===== config.mk =====
export PLATFORM = sky130hd
export DESIGN_NAME = dbf_host_seq
export DESIGN_NICKNAME = d
export VERILOG_FILES = /design/src/logic/dbf_pkg.sv /design/src/logic/dbf_host_seq.sv /design/src/logic/dbf_phase_timer.sv
export SDC_FILE = /design/constraint.sdc
export NUM_CORES = 1
export LEC_CHECK = 0
export BUFFER_PORTS_ARGS = -buffer_cell sky130_fd_sc_hd__buf_2
export CELL_PAD_IN_SITES_DETAIL_PLACEMENT = 0
export CELL_PAD_IN_SITES_GLOBAL_PLACEMENT = 1
export CORE_MARGIN = 2
export CORE_UTILIZATION = 46
export CTS_CLUSTER_SIZE = 25
export DETAILED_ROUTE_END_ITERATION = 6
export PLACE_DENSITY = 0.93
export SETUP_SLACK_MARGIN = 0.5
export SYNTH_ARGS = -nofsm -noshare
export SYNTH_HDL_FRONTEND = slang
export SYNTH_HIERARCHICAL = 1
export SYNTH_SLANG_ARGS = --single-unit

===== constraint.sdc =====
create_clock -name i_mclk -period 7.19 [get_ports i_mclk]
set_input_delay 1.0785 -clock i_mclk [delete_from_list [all_inputs] [get_ports i_mclk]]
set_output_delay 1.0785 -clock i_mclk [all_outputs]
set_load 0.03 [all_outputs]

===== src/logic/dbf_pkg.sv =====
// Shared constants for the dual bank flash bus sequencer.
package dbf_pkg;
    // Clock period of i_mclk in nanoseconds.
    localparam int CLK_PERIOD_NS = 10;

    // Pin timing figures in nanoseconds.
    localparam int T_RESET_LOW_NS = 5000;   // Least time of the triple low reset pattern.
    localparam int T_RST_SETUP_NS = 100;    // Select and output enable setup to strobe low.
    localparam int T_RST_HOLD_NS = 100;     // Select and output enable hold after strobe high.
    localparam int T_RST_VALID_NS = 500;    // Strobe high to valid data after reset.
    localparam int T_WR_PULSE_NS = 110;     // Strobe or select pulse width, also address setup.
    localparam int T_WR_HOLD_NS = 10;       // Address, data and select hold after rising edge.
    localparam int T_WR_RECOVER_NS = 120;   // Write recovery before the next read.
    localparam int T_RD_ACCESS_NS = 150;    // Select to output delay.
    localparam int T_RD_RECOVER_NS = 60;    // Output float after release, with margin.
    localparam int T_INIT_NS = 100;         // All selects and output enable high after power-up.

    // Cycle counts, least times rounded up; reset low adds one cycle, read access two.
    localparam int CYC_RESET_LOW = (T_RESET_LOW_NS + CLK_PERIOD_NS - 1) / CLK_PERIOD_NS + 1;
    localparam int CYC_RST_SETUP = (T_RST_SETUP_NS + CLK_PERIOD_NS - 1) / CLK_PERIOD_NS;
    localparam int CYC_RST_HOLD = (T_RST_HOLD_NS + CLK_PERIOD_NS - 1) / CLK_PERIOD_NS;
    localparam int CYC_RST_VALID = (T_RST_VALID_NS + CLK_PERIOD_NS - 1) / CLK_PERIOD_NS;
    localparam int CYC_WR_PULSE = (T_WR_PULSE_NS + CLK_PERIOD_NS - 1) / CLK_PERIOD_NS;
    localparam int CYC_WR_HOLD = (T_WR_HOLD_NS + CLK_PERIOD_NS - 1) / CLK_PERIOD_NS;
    localparam int CYC_WR_RECOVER = (T_WR_RECOVER_NS + CLK_PERIOD_NS - 1) / CLK_PERIOD_NS;
    localparam int CYC_RD_ACCESS = (T_RD_ACCESS_NS + CLK_PERIOD_NS - 1) / CLK_PERIOD_NS + 2;
    localparam int CYC_RD_RECOVER = (T_RD_RECOVER_NS + CLK_PERIOD_NS - 1) / CLK_PERIOD_NS;
    localparam int CYC_INIT = (T_INIT_NS + CLK_PERIOD_NS - 1) / CLK_PERIOD_NS;
    localparam int CYC_ONE = 1;

    // Operation codes on the user command port.
    localparam logic [1:0] OP_RESET = 2'h0;
    localparam logic [1:0] OP_WRITE = 2'h1;
    localparam logic [1:0] OP_READ = 2'h2;
    localparam logic [1:0] OP_POLL = 2'h3;

    // Status register layout.
    localparam int STAT_WMS_BIT = 7;
    localparam logic STAT_READY_VAL = 1'b1;
    localparam logic [7:0] STAT_MASK = 8'hF8;

    // Sequencer states, one-hot.
    typedef enum logic [5:0] {
        ST_INIT = 6'h01,
        ST_IDLE = 6'h02,
        ST_SETUP = 6'h04,
        ST_ACTIVE = 6'h08,
        ST_HOLD = 6'h10,
        ST_RECOVER = 6'h20
    } dbf_state_t;
endpackage : dbf_pkg


===== src/logic/dbf_host_seq.sv =====
// Host side bus sequencer for a dual bank asynchronous byte wide flash.
//
// Summary of operation
// - Reset: one select, OE, WE low over 5us.
// - Never drive both bank selects low together.
// - Selects and OE high once after power-up.
// - Triple low pattern only for chip reset.
// - Confirm success by reading status after write.
// - Ignore status bits 2 to 0 when polling.
`timescale 1ns/10ps
module dbf_host_seq #(
    parameter int ADDR_W = 18,
    parameter logic [31:0] POLL_TIMEOUT_CYC = 32'hB2D05E00
) (
    // Clock and reset.
    input wire logic i_mclk,
    input wire logic i_nrst,
    // User command port.
    input wire logic i_cmd_valid,
    input wire logic [1:0] i_cmd_op,
    input wire logic i_cmd_bank,
    input wire logic i_cmd_sel_ctl,
    input wire logic [ADDR_W-1:0] i_cmd_addr,
    input wire logic [7:0] i_cmd_data,
    output logic o_cmd_ready,
    // User answer port.
    output logic o_done,
    output logic [7:0] o_rdata,
    output logic o_ready_seen,
    output logic o_timeout,
    // Flash pins.
    output logic o_bank0_select_n,
    output logic o_bank1_select_n,
    output logic o_oe_n,
    output logic o_we_n,
    output logic [ADDR_W-1:0] o_addr,
    output logic [7:0] o_dq_out,
    output logic o_dq_oe,
    input wire logic [7:0] i_dq_in
);
    localparam int CNT_W = 10;

    initial begin
        if (ADDR_W < 1 || dbf_pkg::CYC_RESET_LOW >= (1 << CNT_W)) begin
            $error("dbf_host_seq: unsupported parameter values");
        end
    end

    dbf_pkg::dbf_state_t state_reg;
    dbf_pkg::dbf_state_t state_next;
    logic [1:0] op_reg;
    logic bank_reg;
    logic sel_ctl_reg;
    logic [ADDR_W-1:0] addr_reg;
    logic [7:0] wdata_reg;
    logic [7:0] rdata_reg;
    logic ready_reg;
    logic timeout_reg;
    logic done_reg;
    logic [31:0] poll_cnt_reg;
    logic sel0_n_reg;
    logic sel1_n_reg;
    logic oe_n_reg;
    logic we_n_reg;
    logic dq_oe_reg;

    wire expired;
    wire [CNT_W-1:0] target;
    wire is_reset = (op_reg == dbf_pkg::OP_RESET);
    wire is_write = (op_reg == dbf_pkg::OP_WRITE);
    wire is_poll = (op_reg == dbf_pkg::OP_POLL);
    wire is_read = (op_reg == dbf_pkg::OP_READ) || is_poll;
    wire accept = (state_reg == dbf_pkg::ST_IDLE) && i_cmd_valid;
    wire capture = (state_reg == dbf_pkg::ST_ACTIVE) && is_read && expired;
    // Only the status bit that the write machine drives decides readiness.
    wire [7:0] masked_status = i_dq_in & dbf_pkg::STAT_MASK;
    wire wms_ready = (masked_status[dbf_pkg::STAT_WMS_BIT] == dbf_pkg::STAT_READY_VAL);
    wire poll_over = (poll_cnt_reg >= POLL_TIMEOUT_CYC);
    wire poll_again = is_poll && !ready_reg && !timeout_reg;
    wire phase_change = (state_next != state_reg);

    // Length of each phase for the current operation.
    assign target =
        (state_reg == dbf_pkg::ST_INIT) ? CNT_W'(dbf_pkg::CYC_INIT) :
        (state_reg == dbf_pkg::ST_SETUP) ?
            (is_reset ? CNT_W'(dbf_pkg::CYC_RST_SETUP) : CNT_W'(dbf_pkg::CYC_ONE)) :
        (state_reg == dbf_pkg::ST_ACTIVE) ?
            (is_reset ? CNT_W'(dbf_pkg::CYC_RESET_LOW) :
             is_write ? CNT_W'(dbf_pkg::CYC_WR_PULSE) : CNT_W'(dbf_pkg::CYC_RD_ACCESS)) :
        (state_reg == dbf_pkg::ST_HOLD) ?
            (is_reset ? CNT_W'(dbf_pkg::CYC_RST_HOLD) : CNT_W'(dbf_pkg::CYC_WR_HOLD)) :
        (is_reset ? CNT_W'(dbf_pkg::CYC_RST_VALID) :
         is_write ? CNT_W'(dbf_pkg::CYC_WR_RECOVER) : CNT_W'(dbf_pkg::CYC_RD_RECOVER));

    dbf_phase_timer #(
        .CNT_W(CNT_W)
    ) u_timer (
        .i_mclk(i_mclk),
        .i_nrst(i_nrst),
        .i_clear(phase_change),
        .i_target(target),
        .o_expired(expired)
    );

    // Phase sequencing; reads skip the hold phase.
    always_comb begin
        state_next = state_reg;
        case (state_reg)
            dbf_pkg::ST_INIT: begin
                if (expired) begin
                    state_next = dbf_pkg::ST_IDLE;
                end
            end
            dbf_pkg::ST_IDLE: begin
                if (i_cmd_valid) begin
                    state_next = dbf_pkg::ST_SETUP;
                end
            end
            dbf_pkg::ST_SETUP: begin
                if (expired) begin
                    state_next = dbf_pkg::ST_ACTIVE;
                end
            end
            dbf_pkg::ST_ACTIVE: begin
                if (expired) begin
                    state_next = is_read ? dbf_pkg::ST_RECOVER : dbf_pkg::ST_HOLD;
                end
            end
            dbf_pkg::ST_HOLD: begin
                if (expired) begin
                    state_next = dbf_pkg::ST_RECOVER;
                end
            end
            dbf_pkg::ST_RECOVER: begin
                if (expired) begin
                    state_next = poll_again ? dbf_pkg::ST_SETUP : dbf_pkg::ST_IDLE;
                end
            end
            default: begin
                state_next = dbf_pkg::ST_INIT;
            end
        endcase
    end

    // Pin levels wanted in the next cycle, decoded from the phase.
    wire nxt_setup = (state_next == dbf_pkg::ST_SETUP);
    wire nxt_active = (state_next == dbf_pkg::ST_ACTIVE);
    wire nxt_hold = (state_next == dbf_pkg::ST_HOLD);
    wire nxt_busy = nxt_setup || nxt_active || nxt_hold;
    wire nxt_we_op = accept ? (i_cmd_op == dbf_pkg::OP_WRITE) : is_write;
    wire nxt_rst_op = accept ? (i_cmd_op == dbf_pkg::OP_RESET) : is_reset;
    wire nxt_sc_op = accept ? i_cmd_sel_ctl : sel_ctl_reg;
    wire nxt_bank = accept ? i_cmd_bank : bank_reg;
    // In select mode the select pulses only in the active phase, WE low around it.
    wire sel_low = nxt_we_op && nxt_sc_op ? nxt_active : nxt_busy;
    // WE is low in the active phase of a strobe write or a reset, and from setup through hold of a select write.
    wire we_low = (nxt_we_op && nxt_sc_op) ? nxt_busy :
                  ((nxt_we_op || nxt_rst_op) && nxt_active);
    // OE is low for reads and across a reset, never during a command write.
    wire oe_low = !nxt_we_op && (nxt_rst_op ? nxt_busy : nxt_active);
    wire dq_drive = nxt_we_op && nxt_busy;

    // Pin registers; at most one select ever goes low.
    always_ff @(posedge i_mclk or negedge i_nrst) begin
        if (!i_nrst) begin
            sel0_n_reg <= 1'b1;
            sel1_n_reg <= 1'b1;
            oe_n_reg <= 1'b1;
            we_n_reg <= 1'b1;
            dq_oe_reg <= 1'b0;
        end else begin
            sel0_n_reg <= !(sel_low && !nxt_bank);
            sel1_n_reg <= !(sel_low && nxt_bank);
            oe_n_reg <= !oe_low;
            we_n_reg <= !we_low;
            dq_oe_reg <= dq_drive;
        end
    end

    // State and command capture.
    always_ff @(posedge i_mclk or negedge i_nrst) begin
        if (!i_nrst) begin
            state_reg <= dbf_pkg::ST_INIT;
            op_reg <= dbf_pkg::OP_RESET;
            bank_reg <= 1'b0;
            sel_ctl_reg <= 1'b0;
            addr_reg <= '0;
            wdata_reg <= 8'h00;
        end else begin
            state_reg <= state_next;
            if (accept) begin
                op_reg <= i_cmd_op;
                bank_reg <= i_cmd_bank;
                sel_ctl_reg <= i_cmd_sel_ctl;
                addr_reg <= i_cmd_addr;
                wdata_reg <= i_cmd_data;
            end
        end
    end

    // Read data, poll result and completion pulse.
    always_ff @(posedge i_mclk or negedge i_nrst) begin
        if (!i_nrst) begin
            rdata_reg <= 8'h00;
            ready_reg <= 1'b0;
            timeout_reg <= 1'b0;
            done_reg <= 1'b0;
            poll_cnt_reg <= 32'h00000000;
        end else begin
            done_reg <= (state_reg == dbf_pkg::ST_RECOVER) && expired && !poll_again;
            if (accept) begin
                ready_reg <= 1'b0;
                timeout_reg <= 1'b0;
                poll_cnt_reg <= 32'h00000000;
            end else if (is_poll && state_reg != dbf_pkg::ST_IDLE && !poll_over) begin
                poll_cnt_reg <= poll_cnt_reg + 32'h00000001;
            end
            if (capture) begin
                rdata_reg <= is_poll ? masked_status : i_dq_in;
                ready_reg <= is_poll && wms_ready;
                timeout_reg <= is_poll && !wms_ready && poll_over;
            end
        end
    end

    // Outputs.
    assign o_cmd_ready = (state_reg == dbf_pkg::ST_IDLE);
    assign o_done = done_reg;
    assign o_rdata = rdata_reg;
    assign o_ready_seen = ready_reg;
    assign o_timeout = timeout_reg;
    assign o_bank0_select_n = sel0_n_reg;
    assign o_bank1_select_n = sel1_n_reg;
    assign o_oe_n = oe_n_reg;
    assign o_we_n = we_n_reg;
    assign o_addr = addr_reg;
    assign o_dq_out = wdata_reg;
    assign o_dq_oe = dq_oe_reg;
endmodule : dbf_host_seq


===== src/logic/dbf_phase_timer.sv =====
// Cycle counter that measures the time spent in one sequencer phase.
`timescale 1ns/10ps
module dbf_phase_timer #(
    parameter int CNT_W = 10
) (
    // Clock and reset.
    input wire logic i_mclk,
    input wire logic i_nrst,
    // Control.
    input wire logic i_clear,
    input wire logic [CNT_W-1:0] i_target,
    // Status.
    output logic o_expired
);
    logic [CNT_W-1:0] count_reg;
    logic [CNT_W-1:0] count_next;
    logic saturated;

    initial begin
        if (CNT_W < 2) begin
            $error("dbf_phase_timer: CNT_W too small");
        end
    end

    // The phase ends in the cycle whose count reaches the target less one.
    assign saturated = (count_reg == {CNT_W{1'b1}});
    assign o_expired = (count_reg >= (i_target - {{(CNT_W-1){1'b0}}, 1'b1}));
    assign count_next = i_clear ? '0 : (saturated ? count_reg : count_reg + 1'b1);

    // Counter register.
    always_ff @(posedge i_mclk or negedge i_nrst) begin
        if (!i_nrst) begin
            count_reg <= '0;
        end else begin
            count_reg <= count_next;
        end
    end
endmodule : dbf_phase_timer


==> impl_metrics.json, run 1 <==
{
  "power_leakage_nw": 2.818,
  "worstHoldPathType": "reg -> reg",
  "yosysWarningCount": 6,
  "numCtsBuffers": 9,
  "rsz0062_at_grt": "false",
  "io_pins": 84,
  "busiest_layer": "met2",
  "die_x_um": 111.4,
  "final_common_cell": "nand2_1",
  "dr.pass1.iters": 5,
  "ctsRootBufferMaster": "clkbuf_16",
  "place.gp.congestion": 0.8827,
  "cts_tree": "built",
  "relSlewSlack": 0.1748,
  "max_clock_freq_mhz": 179.2,
  "worst_slew_pin_slew_ns": 1.238,
  "grt_pass1_vias": 4552,
  "worst_ep_arrival_time_ns": 5.84,
  "drt_iter0_drc": 246,
  "path_max_fanout": 12,
  "grt_remaining_overflow": 0,
  "dpl_cell_area_mm2": 0.005784,
  "drv_slew": 0,
  "fin_skew_ns": 0.005711,
  "syn_avg_cell_area_um2": 8.865,
  "async_flop_share": 1.000,
  "met2_usage": 0.3280,
  "fin_area_mm2": 0.006080,
  "ys_ff_latch": 94,
  "drive_gt1_frac": 0.1850,
  "insertion_delay_ns": 0.34,
  "holdBufCountCts": 0,
  "status": "finished, final reports clean",
  "grt_usage": 0.2115,
  "crit_path_start_kind": "flop",
  "met3_usage": 0.05063,
  "syn_to_final_growth_pct": 14.49,
  "viasPerCell": 5.795,
  "coreArea_mm2": 0.01132,
  "cts_buffer_depth": 2,
  "end_kind": "flop",
  "yosysSeqAreaShare": 0.4442,
  "slowest_stage": "nor3_1",
  "dieArea_mm2": 0.01242,
  "wl_per_cell_um": 15.80,
  "p_per_area_mw_per_mm2": 308.9,
  "largest_reg_flops": 32,
  "grt_antenna_before_repair": 0,
  "dp_hpwl_um": 8654,
  "synthCells": 599,
  "fin_tns_setup_ns": 0,
  "drtAntennaViolNets": 0,
  "report.final.setup_viol": 0,
  "synthFlopType": "dfrtp_1",
  "cp_cell_sequence": "nor4b_1 -> nand2_1 -> nor3_1 -> o21ba_2 -> nor2_1 -> nand2_1 -> nor3_1 -> xnor2_1 -> ha_1 -> a21o_1 -> a21o_1 -> a21oi_1 -> o21ai_1 -> inv_1 -> o211ai_1 -> a21oi_1 -> o2111ai_1 -> o21bai_1 -> a31oi_1",
  "cpPeakStageDelay_ns": 0.80,
  "synthesis.nets": 654,
  "cts_resized": 0,
  "cap_violations": 0,
  "dp_slack_ns": 1.704,
  "vias": 4682,
  "max-vdd-ir-drop_mv": 0.1937,
  "nets": 715,
  "syn-cell-area_mm2": 0.005310,
  "fin_crit_sh": 0.7760,
  "synth.distinct_cells": 62,
  "start_util": 0.4691,
  "hold_violations": 0,
  "cts_setup_buffers": 0,
  "rows": 39,
  "cts_sinks": 94,
  "synth_edf_count": 0,
  "drc": 0,
  "numPortBuffers": 83,
  "antennaDiodeCount": 0,
  "die_h_um": 111.4,
  "critPathKind": "reg -> reg",
  "crit_required_ns": 7.45,
  "fin_ws_ns": 1.610,
  "grt_pass1_wl_um": 21710,
  "gr-usage-met1": 0.2917,
  "final_cell_mix": "nand2_1 (137), dfrtp_1 (89), buf_2 (82), nor3_1 (25), a21oi_1 (25)",
  "clkTransAtPathRegs_ns": 0.07,
  "cts.htree.levels": 3,
  "finalCriticalPeriod_ns": 5.580,
  "grt_max_degree": 76,
  "whs_ns": 0.4733,
  "drt-total-wl_um": 12770
}
cell families after synthesis:
family	count (synthesis)	synth area share
AOI/OAI and AO/OA	100	0.1270
xor gates and xnor gates	16	0.02639
adders and majority gates	14	0.03299
buffers and inverters	49	0.03770
DFF	94	0.4442
muxes	19	0.03723
other	1	0.0007062
and+or+nand+nor	306	0.2938
report_power, final:
part	internal (mW)	switching [mW]	leakage, nW
Combinational	0.231	0.399	1.46
Clock	0.257	0.210	0.148
Sequential	0.648	0.134	1.21
Total	1.14	0.743	2.82
worst paths after layout:
path / start / end / slack, ns / cells after the start
worst max-delay path: state_reg[4] / u_timer/count_reg[2] / 1.61 / 19
worst min-delay path: o_dq_out[4] / o_dq_out[4] / 0.47 / 2
worst max register to register: state_reg[4] / u_timer/count_reg[2] / 1.61 / 19
worst min register to register: o_dq_out[4] / o_dq_out[4] / 0.47 / 2
max in group asynchronous: i_nrst / o_rdata[1] / 5.39 / 2
min in group asynchronous: i_nrst / poll_cnt_reg[27] / 0.61 / 1
through the flow:
step	std cells	power, mW	util
2_1_floorplan	599	1.226	-
3_3_place_gp	792	1.389	0.5109
3_5_place_dp	792	1.416	0.5109
4_1_cts	808	1.891	0.5370
5_1_grt	808	2.008	0.5370
6_report	808	1.878	0.5370
per-layer routing:
metal,part of all wire,vias to the layer above
li1,-,2277
met1,0.45,2237
met2,0.47,152
met3,0.069,16
met4,0.016,0
met5,0,-
final cells by class:
type / instances / area (µm²)
sequential: 94 / 2359
clock buffer: 11 / 252.7
tap: 143 / 178.9
multi-input combinational: 456 / 2758
fill: 1070 / 5241
clock inverter: 5 / 42.54
timing repair buffer: 86 / 440.4
inverter: 13 / 48.80
cell usage after synthesis, types with 4 or more instances:
cell type	n	area [µm²]
a211oi_1	4	30.03
a21oi_1	25	125.1
a31oi_1	6	37.54
and2_1	6	37.54
and3_1	9	56.30
and4_1	5	43.79
buf_2	7	35.03
clkbuf_1	25	93.84
dfrtp_1	89	2227
dfstp_2	5	131.4
ha_1	14	175.2
inv_1	13	48.80
mux2_2	6	67.56
mux2i_1	13	130.1
nand2_1	137	514.2
nand2b_1	13	81.33
nand3_1	24	120.1
nand4_1	16	100.1
nand4bb_1	4	45.04
nor2_1	21	78.83
nor3_1	25	125.1
nor4_1	13	81.33
o211ai_1	4	30.03
o21a_1	8	60.06
o21ai_0	14	70.07
o31ai_1	11	82.58
o41ai_1	4	35.03
or3_1	4	25.02
or4_1	12	90.09
xnor2_1	12	105.1
xor2_1	4	35.03
worst max-delay path, delay by kind of cell, from the launching register on:
| kind | cells | cell delay [ns] |
|---|---|---|
| fa+ha+maj | 1 | 0.34 |
| xor+xnor | 1 | 0.18 |
| buf+inv | 1 | 0.24 |
| compound gates | 10 | 2.23 |
| simple gates | 6 | 1.98 |
| flops | 1 | 0.51 |
(Power assumes the default switching activity.)
==> run 2: changes to the inputs <==
Settings changed: ABC_AREA from default to 1, CORE_UTILIZATION 46 to 41, PLACE_DENSITY 0.93 to 0.88.
Clock period 7.19 ns to 5.81 ns, I/O delays scaled along.
==> impl_metrics.json, run 2 <==
{
  "grt_antenna_before_repair": 0,
  "p_per_area_mw_per_mm2": 431.9,
  "status": "finished, final reports clean",
  "cpPeakStageDelay_ns": 0.43,
  "synth_commonest_cells": "nand2_1 (362), nor2_1 (119), dfrtp_1 (89), nand3_1 (85), inv_1 (69)",
  "async_flop_share": 1.000,
  "dp_hpwl_um": 11180,
  "worst_ep_arrival_time_ns": 4.98,
  "hold_violations": 0,
  "syn_to_final_growth_pct": 15.50,
  "numPortBuffers": 83,
  "io_pins": 84,
  "crit_top_cell": "nand2_1",
  "path_max_fanout": 13,
  "syn-cell-area_mm2": 0.005899,
  "worst_slew_pin_slew_ns": 1.032,
  "grt_pass1_vias": 5150,
  "die_x_um": 124.0,
  "rsz0062_at_grt": "false",
  "grt_remaining_overflow": 0,
  "drc": 0,
  "synthCells": 872,
  "synth_most_common_cell": "nand2_1",
  "antennaDiodeCount": 0,
  "dieArea_mm2": 0.01536,
  "fin_tns_setup_ns": 0,
  "max-vdd-ir-drop_mv": 0.2262,
  "fin_skew_ns": 0.01075,
  "cts_buffer_depth": 2,
  "max_clock_freq_mhz": 213.3,
  "cts_resized": 0,
  "crit_path_start_kind": "flop",
  "synth_edf_count": 0,
  "dpl_cell_area_mm2": 0.006459,
  "met3_usage": 0.02701,
  "cts_setup_buffers": 0,
  "rows": 43,
  "regToRegStartpoint": "state_reg[4]",
  "place.gp.congestion": 0.8600,
  "cap_violations": 0,
  "final_common_cell": "nand2_1",
  "dr.pass1.iters": 6,
  "grt_usage": 0.2162,
  "critPathKind": "reg -> reg",
  "cp-startpoint": "state_reg[4]",
  "cts_tree": "built",
  "finalCriticalPeriod_ns": 4.688,
  "end_kind": "flop",
  "largest_reg_flops": 32,
  "wl_per_cell_um": 13.55,
  "synth.distinct_cells": 40,
  "clkTransAtPathRegs_ns": 0.07,
  "drt_iter0_drc": 372,
  "relSlewSlack": 0.3108,
  "syn_avg_cell_area_um2": 6.765,
  "slowest_stage": "dfrtp_1",
  "yosysTopAreaCellShare": 0.3775,
  "met2_usage": 0.3668,
  "insertion_delay_ns": 0.36,
  "cts.htree.levels": 3,
  "synth_area_leaders": "dfrtp_1 (38%), nand2_1 (23%), nor2_1 (7.6%)",
  "final_cell_mix": "nand2_1 (362), nor2_1 (119), dfrtp_1 (89), nand3_1 (85), buf_2 (82)",
  "gr-usage-met1": 0.2814,
  "grt_max_degree": 60,
  "numCtsBuffers": 9,
  "reg2reg_slack_ns": 1.12,
  "drtAntennaViolNets": 0,
  "drt-total-wl_um": 15370,
  "ys_ff_latch": 94,
  "timing.rr.end": "u_timer/count_reg[1]",
  "synth_area_leader_cell": "dfrtp_1",
  "start_util": 0.4217,
  "nets": 1004,
  "crit_required_ns": 6.10,
  "viasPerCell": 4.927,
  "grt_pass1_wl_um": 25700,
  "coreArea_mm2": 0.01399,
  "ctsRootBufferMaster": "clkbuf_16",
  "vias": 5587,
  "synthFlopType": "dfrtp_1",
  "r2r_cells": 28,
  "worstHoldPathType": "in -> async",
  "drv_slew": 0,
  "drive_gt1_frac": 0.1468,
  "fin_area_mm2": 0.006814,
  "worstSetupEndpoint": "u_timer/count_reg[1]",
  "cts_sinks": 94,
  "yosysWarningCount": 6,
  "holdBufCountCts": 0,
  "power_leakage_nw": 3.616,
  "report.final.setup_viol": 0,
  "fin_crit_sh": 0.8069,
  "busiest_layer": "met2",
  "die_h_um": 124.0,
  "yosysSeqAreaShare": 0.3998
}
run 2: changes by cell type after synthesis, sizes merged, moves of 11 or more:
| cell | delta |
|---|---|
| nand2 | +231 |
| o31ai | -11 |
| a21oi | -15 |
| or4 | -12 |
| inv | +62 |
| nor2 | +114 |
| clkbuf | -23 |
| nand2b | -13 |
| nor4 | -12 |
| mux2i | -13 |
| nor3 | -25 |
| nand3 | +62 |
run 2: kinds of logic (layout without fill, tap and decap cells):
logic type               count (synthesis)  in the layout  synth area share
adder cells (fa/ha/maj)                 14             14           0.02969
flip-flops                              94             94            0.3998
buffers and inverters                   96            177           0.06723
XOR/XNOR                                18             18           0.02672
AND/OR/NAND/NOR                        616            616            0.4456
other                                    1              2         0.0006357
AO/OA/AOI/OAI                           33             33           0.03033
run 2: worst min-delay path by stage:
stage / from / endpoint / slack [ns] / depth (start not counted)
final: i_nrst / o_rdata[7] / 0.48 / 1
after global routing: o_addr[13] / o_addr[13] / 0.51 / 2
after CTS: o_dq_out[1] / o_dq_out[1] / 0.48 / 2
after detailed placement: o_dq_out[1] / o_dq_out[1] / 0.46 / 2
after global placement: o_rdata[3] / o_rdata[3] / 0.46 / 2
after floorplan: sel_ctl_reg / sel_ctl_reg / 0.44 / 2
run 2: final cells by class:
type / instances / area [µm²]
Inverter: 76 / 285.3
Clock buffer: 10 / 239.0
Timing Repair Buffer: 85 / 432.9
Multi-Input combinational cell: 683 / 3157
Fill cell: 1474 / 7174
Tap cell: 180 / 225.2
Clock inverter: 6 / 116.4
Sequential cell: 94 / 2359
run 2: through the flow:
stage	utilization	hold WS [ns]	total power [mW]	instances	setup slack (ns)
after floorplan	-	0.4449	1.944	873	2.055
after global placement	0.4617	0.4579	2.225	1118	1.323
after detailed placement	0.4617	0.4607	2.238	1118	1.204
after CTS	0.4871	0.4826	2.961	1134	1.140
after global routing	0.4871	0.5057	3.185	1134	0.5213
final	0.4871	0.4770	2.943	1134	1.122
run 2: worst max-delay path, delay by kind of cell, from the launching register on:
| kind | cells | cell delay, ns |
|---|---|---|
| AOI/OAI and AO/OA | 3 | 0.44 |
| and+or+nand+nor | 18 | 2.28 |
| adders and majority gates | 2 | 0.48 |
| buffers and inverters | 5 | 0.98 |
| DFF | 1 | 0.43 |
run 2: metal layers:
layer | up-vias | wire [µm] | share of wire
met5 | - | 0 | 0
met4 | 0 | 308 | 0.020
met3 | 18 | 652 | 0.042
li1 | 2891 | - | -
met2 | 143 | 7338 | 0.48
met1 | 2535 | 7068 | 0.46
run 2: power breakdown:
part	internal (mW)	switching, mW	leakage, nW
clock	0.436	0.272	0.174
sequential	0.835	0.201	1.23
combinational	0.397	0.802	2.21
total	1.67	1.28	3.62
==> run 3: changes to the inputs <==
Settings changed: ABC_AREA 1 to 0, CORE_UTILIZATION 41 to 39, PLACE_DENSITY 0.88 to 0.85.
Clock period 5.81 ns to 4.16 ns, I/O delays scaled along.
==> impl_metrics.json, run 3 (same netlist as run 1, synthesis figures left out) <==
{
  "vias": 4841,
  "max-vdd-ir-drop_mv": 0.3683,
  "status": "finished, final reports clean",
  "antennaDiodeCount": 0,
  "clkTransAtPathRegs_ns": 0.07,
  "grt_usage": 0.1967,
  "dr.pass1.iters": 5,
  "ctsRootBufferMaster": "clkbuf_16",
  "numCtsBuffers": 9,
  "crit_required_ns": 4.44,
  "fillCellCount": 1183,
  "largest_reg_flops": 32,
  "nets": 759,
  "drv_slew": 0,
  "utilization": 0.5068,
  "fin_crit_sh": 0.9366,
  "drc": 0,
  "drtAntennaViolNets": 0,
  "coreArea_mm2": 0.01330,
  "path_max_fanout": 7,
  "power_mw": 3.534,
  "drt-total-wl_um": 13850,
  "wl_per_cell_um": 15.67,
  "hold_violations": 0,
  "dieArea_mm2": 0.01456,
  "crit_path_start_kind": "flop",
  "met3_usage": 0.06226,
  "worst_slew_pin_slew_ns": 0.9456,
  "die_h_um": 120.7,
  "report.final.setup_viol": 0,
  "viasPerCell": 5.476,
  "critPathKind": "reg -> reg",
  "power_leakage_nw": 3.095,
  "final_cell_mix": "nand2_1 (133), dfrtp_1 (85), buf_2 (82), buf_4 (45), a21oi_1 (23)",
  "cts_buffer_depth": 2,
  "numPortBuffers": 83,
  "cts_tree": "built",
  "met2_usage": 0.3090,
  "grt_pass1_vias": 4870,
  "place.gp.congestion": 0.8912,
  "grt_antenna_before_repair": 0,
  "start_util": 0.3994,
  "dp_hpwl_um": 9167,
  "die_x_um": 120.7,
  "cts.htree.levels": 3,
  "grt_pass1_wl_um": 23110,
  "rows": 42,
  "max_clock_freq_mhz": 256.7,
  "rsz0062_at_grt": "true",
  "gr-usage-met1": 0.2609,
  "worst_ep_arrival_time_ns": 4.18,
  "drt_iter0_drc": 271,
  "grt_remaining_overflow": 0,
  "syn_to_final_growth_pct": 26.88,
  "cap_violations": 0,
  "p_per_area_mw_per_mm2": 524.5,
  "final_common_cell": "nand2_1",
  "end_kind": "flop",
  "busiest_layer": "met2",
  "finalCriticalPeriod_ns": 3.896,
  "fin_skew_ns": 0.005906,
  "cts_sinks": 94,
  "insertion_delay_ns": 0.35,
  "relSlewSlack": 0.3696,
  "grt_max_degree": 67,
  "worstHoldPathType": "in -> async",
  "io_pins": 84,
  "drive_gt1_frac": 0.2994
}
[run 3: changes by cell type in the layout (fill, tap and decap cells not counted), sizes merged, moves of 12 or more]
cell	delta
a21oi	+15
buf	+45
inv	-62
mux2i	+13
nand2	-231
nand2b	+13
nand3	-62
nor2	-114
nor3	+25
nor4	+12
or4	+12
[run 3: metrics by stage]
step | hold slack, ns | setup TNS (ns) | instances | setup slack (ns) | cell area (µm²)
4_1_cts | 0.4046 | 0 | 875 | 0.4170 | 6560
5_1_grt | 0.4354 | 0 | 884 | 0.07826 | 6738
3_3_place_gp | 0.4542 | 0 | 846 | 0.1437 | 6040
6_report | 0.3680 | 0 | 884 | 0.2639 | 6738
2_1_floorplan | 0.3284 | 0 | 599 | 0.3864 | 5394
3_5_place_dp | 0.4615 | -0.006786 | 846 | -0.006786 | 6040
[run 3: worst max-delay path: stages (launching register included)]
cell	delay [ns]
dfstp_2	0.61
buf_4	0.14
xor2_2	0.12
o21ai_1	0.09
nor4_2	0.29
buf_4	0.18
nor3_2	0.07
or4_1	0.51
nor2_2	0.12
xnor2_1	0.09
ha_1	0.32
nand4_1	0.14
o21ai_4	0.26
inv_4	0.06
buf_4	0.15
o21ai_4	0.25
a211oi_1	0.13
a211o_1	0.30
[run 3: cell type report]
class                      instances  area, µm²  area share
tap                              176      220.2     0.03268
clock inverter                     5      42.54    0.006314
sequential                        94       2364      0.3508
clock buffer                      10      239.0     0.03547
inverter                          13      51.30    0.007614
timing repair buffer             130      790.8      0.1174
multi-input combinational        456       3030      0.4498
[run 3: path summary, 6_finish.rpt]
kind	startpoint	endpoint	slack [ns]	cells after the start
worst max-delay path	state_reg[0]	o_oe_n	0.26	17
worst min-delay path	i_nrst	poll_cnt_reg[29]	0.37	1
min in group i_mclk	i_cmd_addr[14]	o_addr[14]	0.45	3
worst max register to register	state_reg[0]	o_oe_n	0.26	17
max in group asynchronous	i_nrst	state_reg[0]	2.82	2
worst min register to register	poll_cnt_reg[6]	poll_cnt_reg[6]	0.47	1
[run 3: per-layer routing]
layer / up-vias / share of wire
li1: 2360 / -
met1: 2296 / 0.46
met2: 168 / 0.45
met3: 17 / 0.072
met4: 0 / 0.018
met5: - / 0
[run 3: repair_timing]
| item | CTS | global route |
|---|---|---|
| buffers inserted | 14 | 9 |
| gates resized for setup | 28 | 27 |
| pin swaps | 15 | 12 |
| hold buffers | 0 | 0 |
| gates cloned | 0 | 0 |
| endpoints found under the hold margin | 0 | 0 |
| endpoints found under the setup margin | 27 | 28 |
[run 3: power by group]
part	internal (mW)	total, mW	leakage, nW	switching (mW)
sequential	1.12	1.34	1.21	0.224
combinational	0.572	1.39	1.75	0.815
clock	0.425	0.803	0.136	0.378
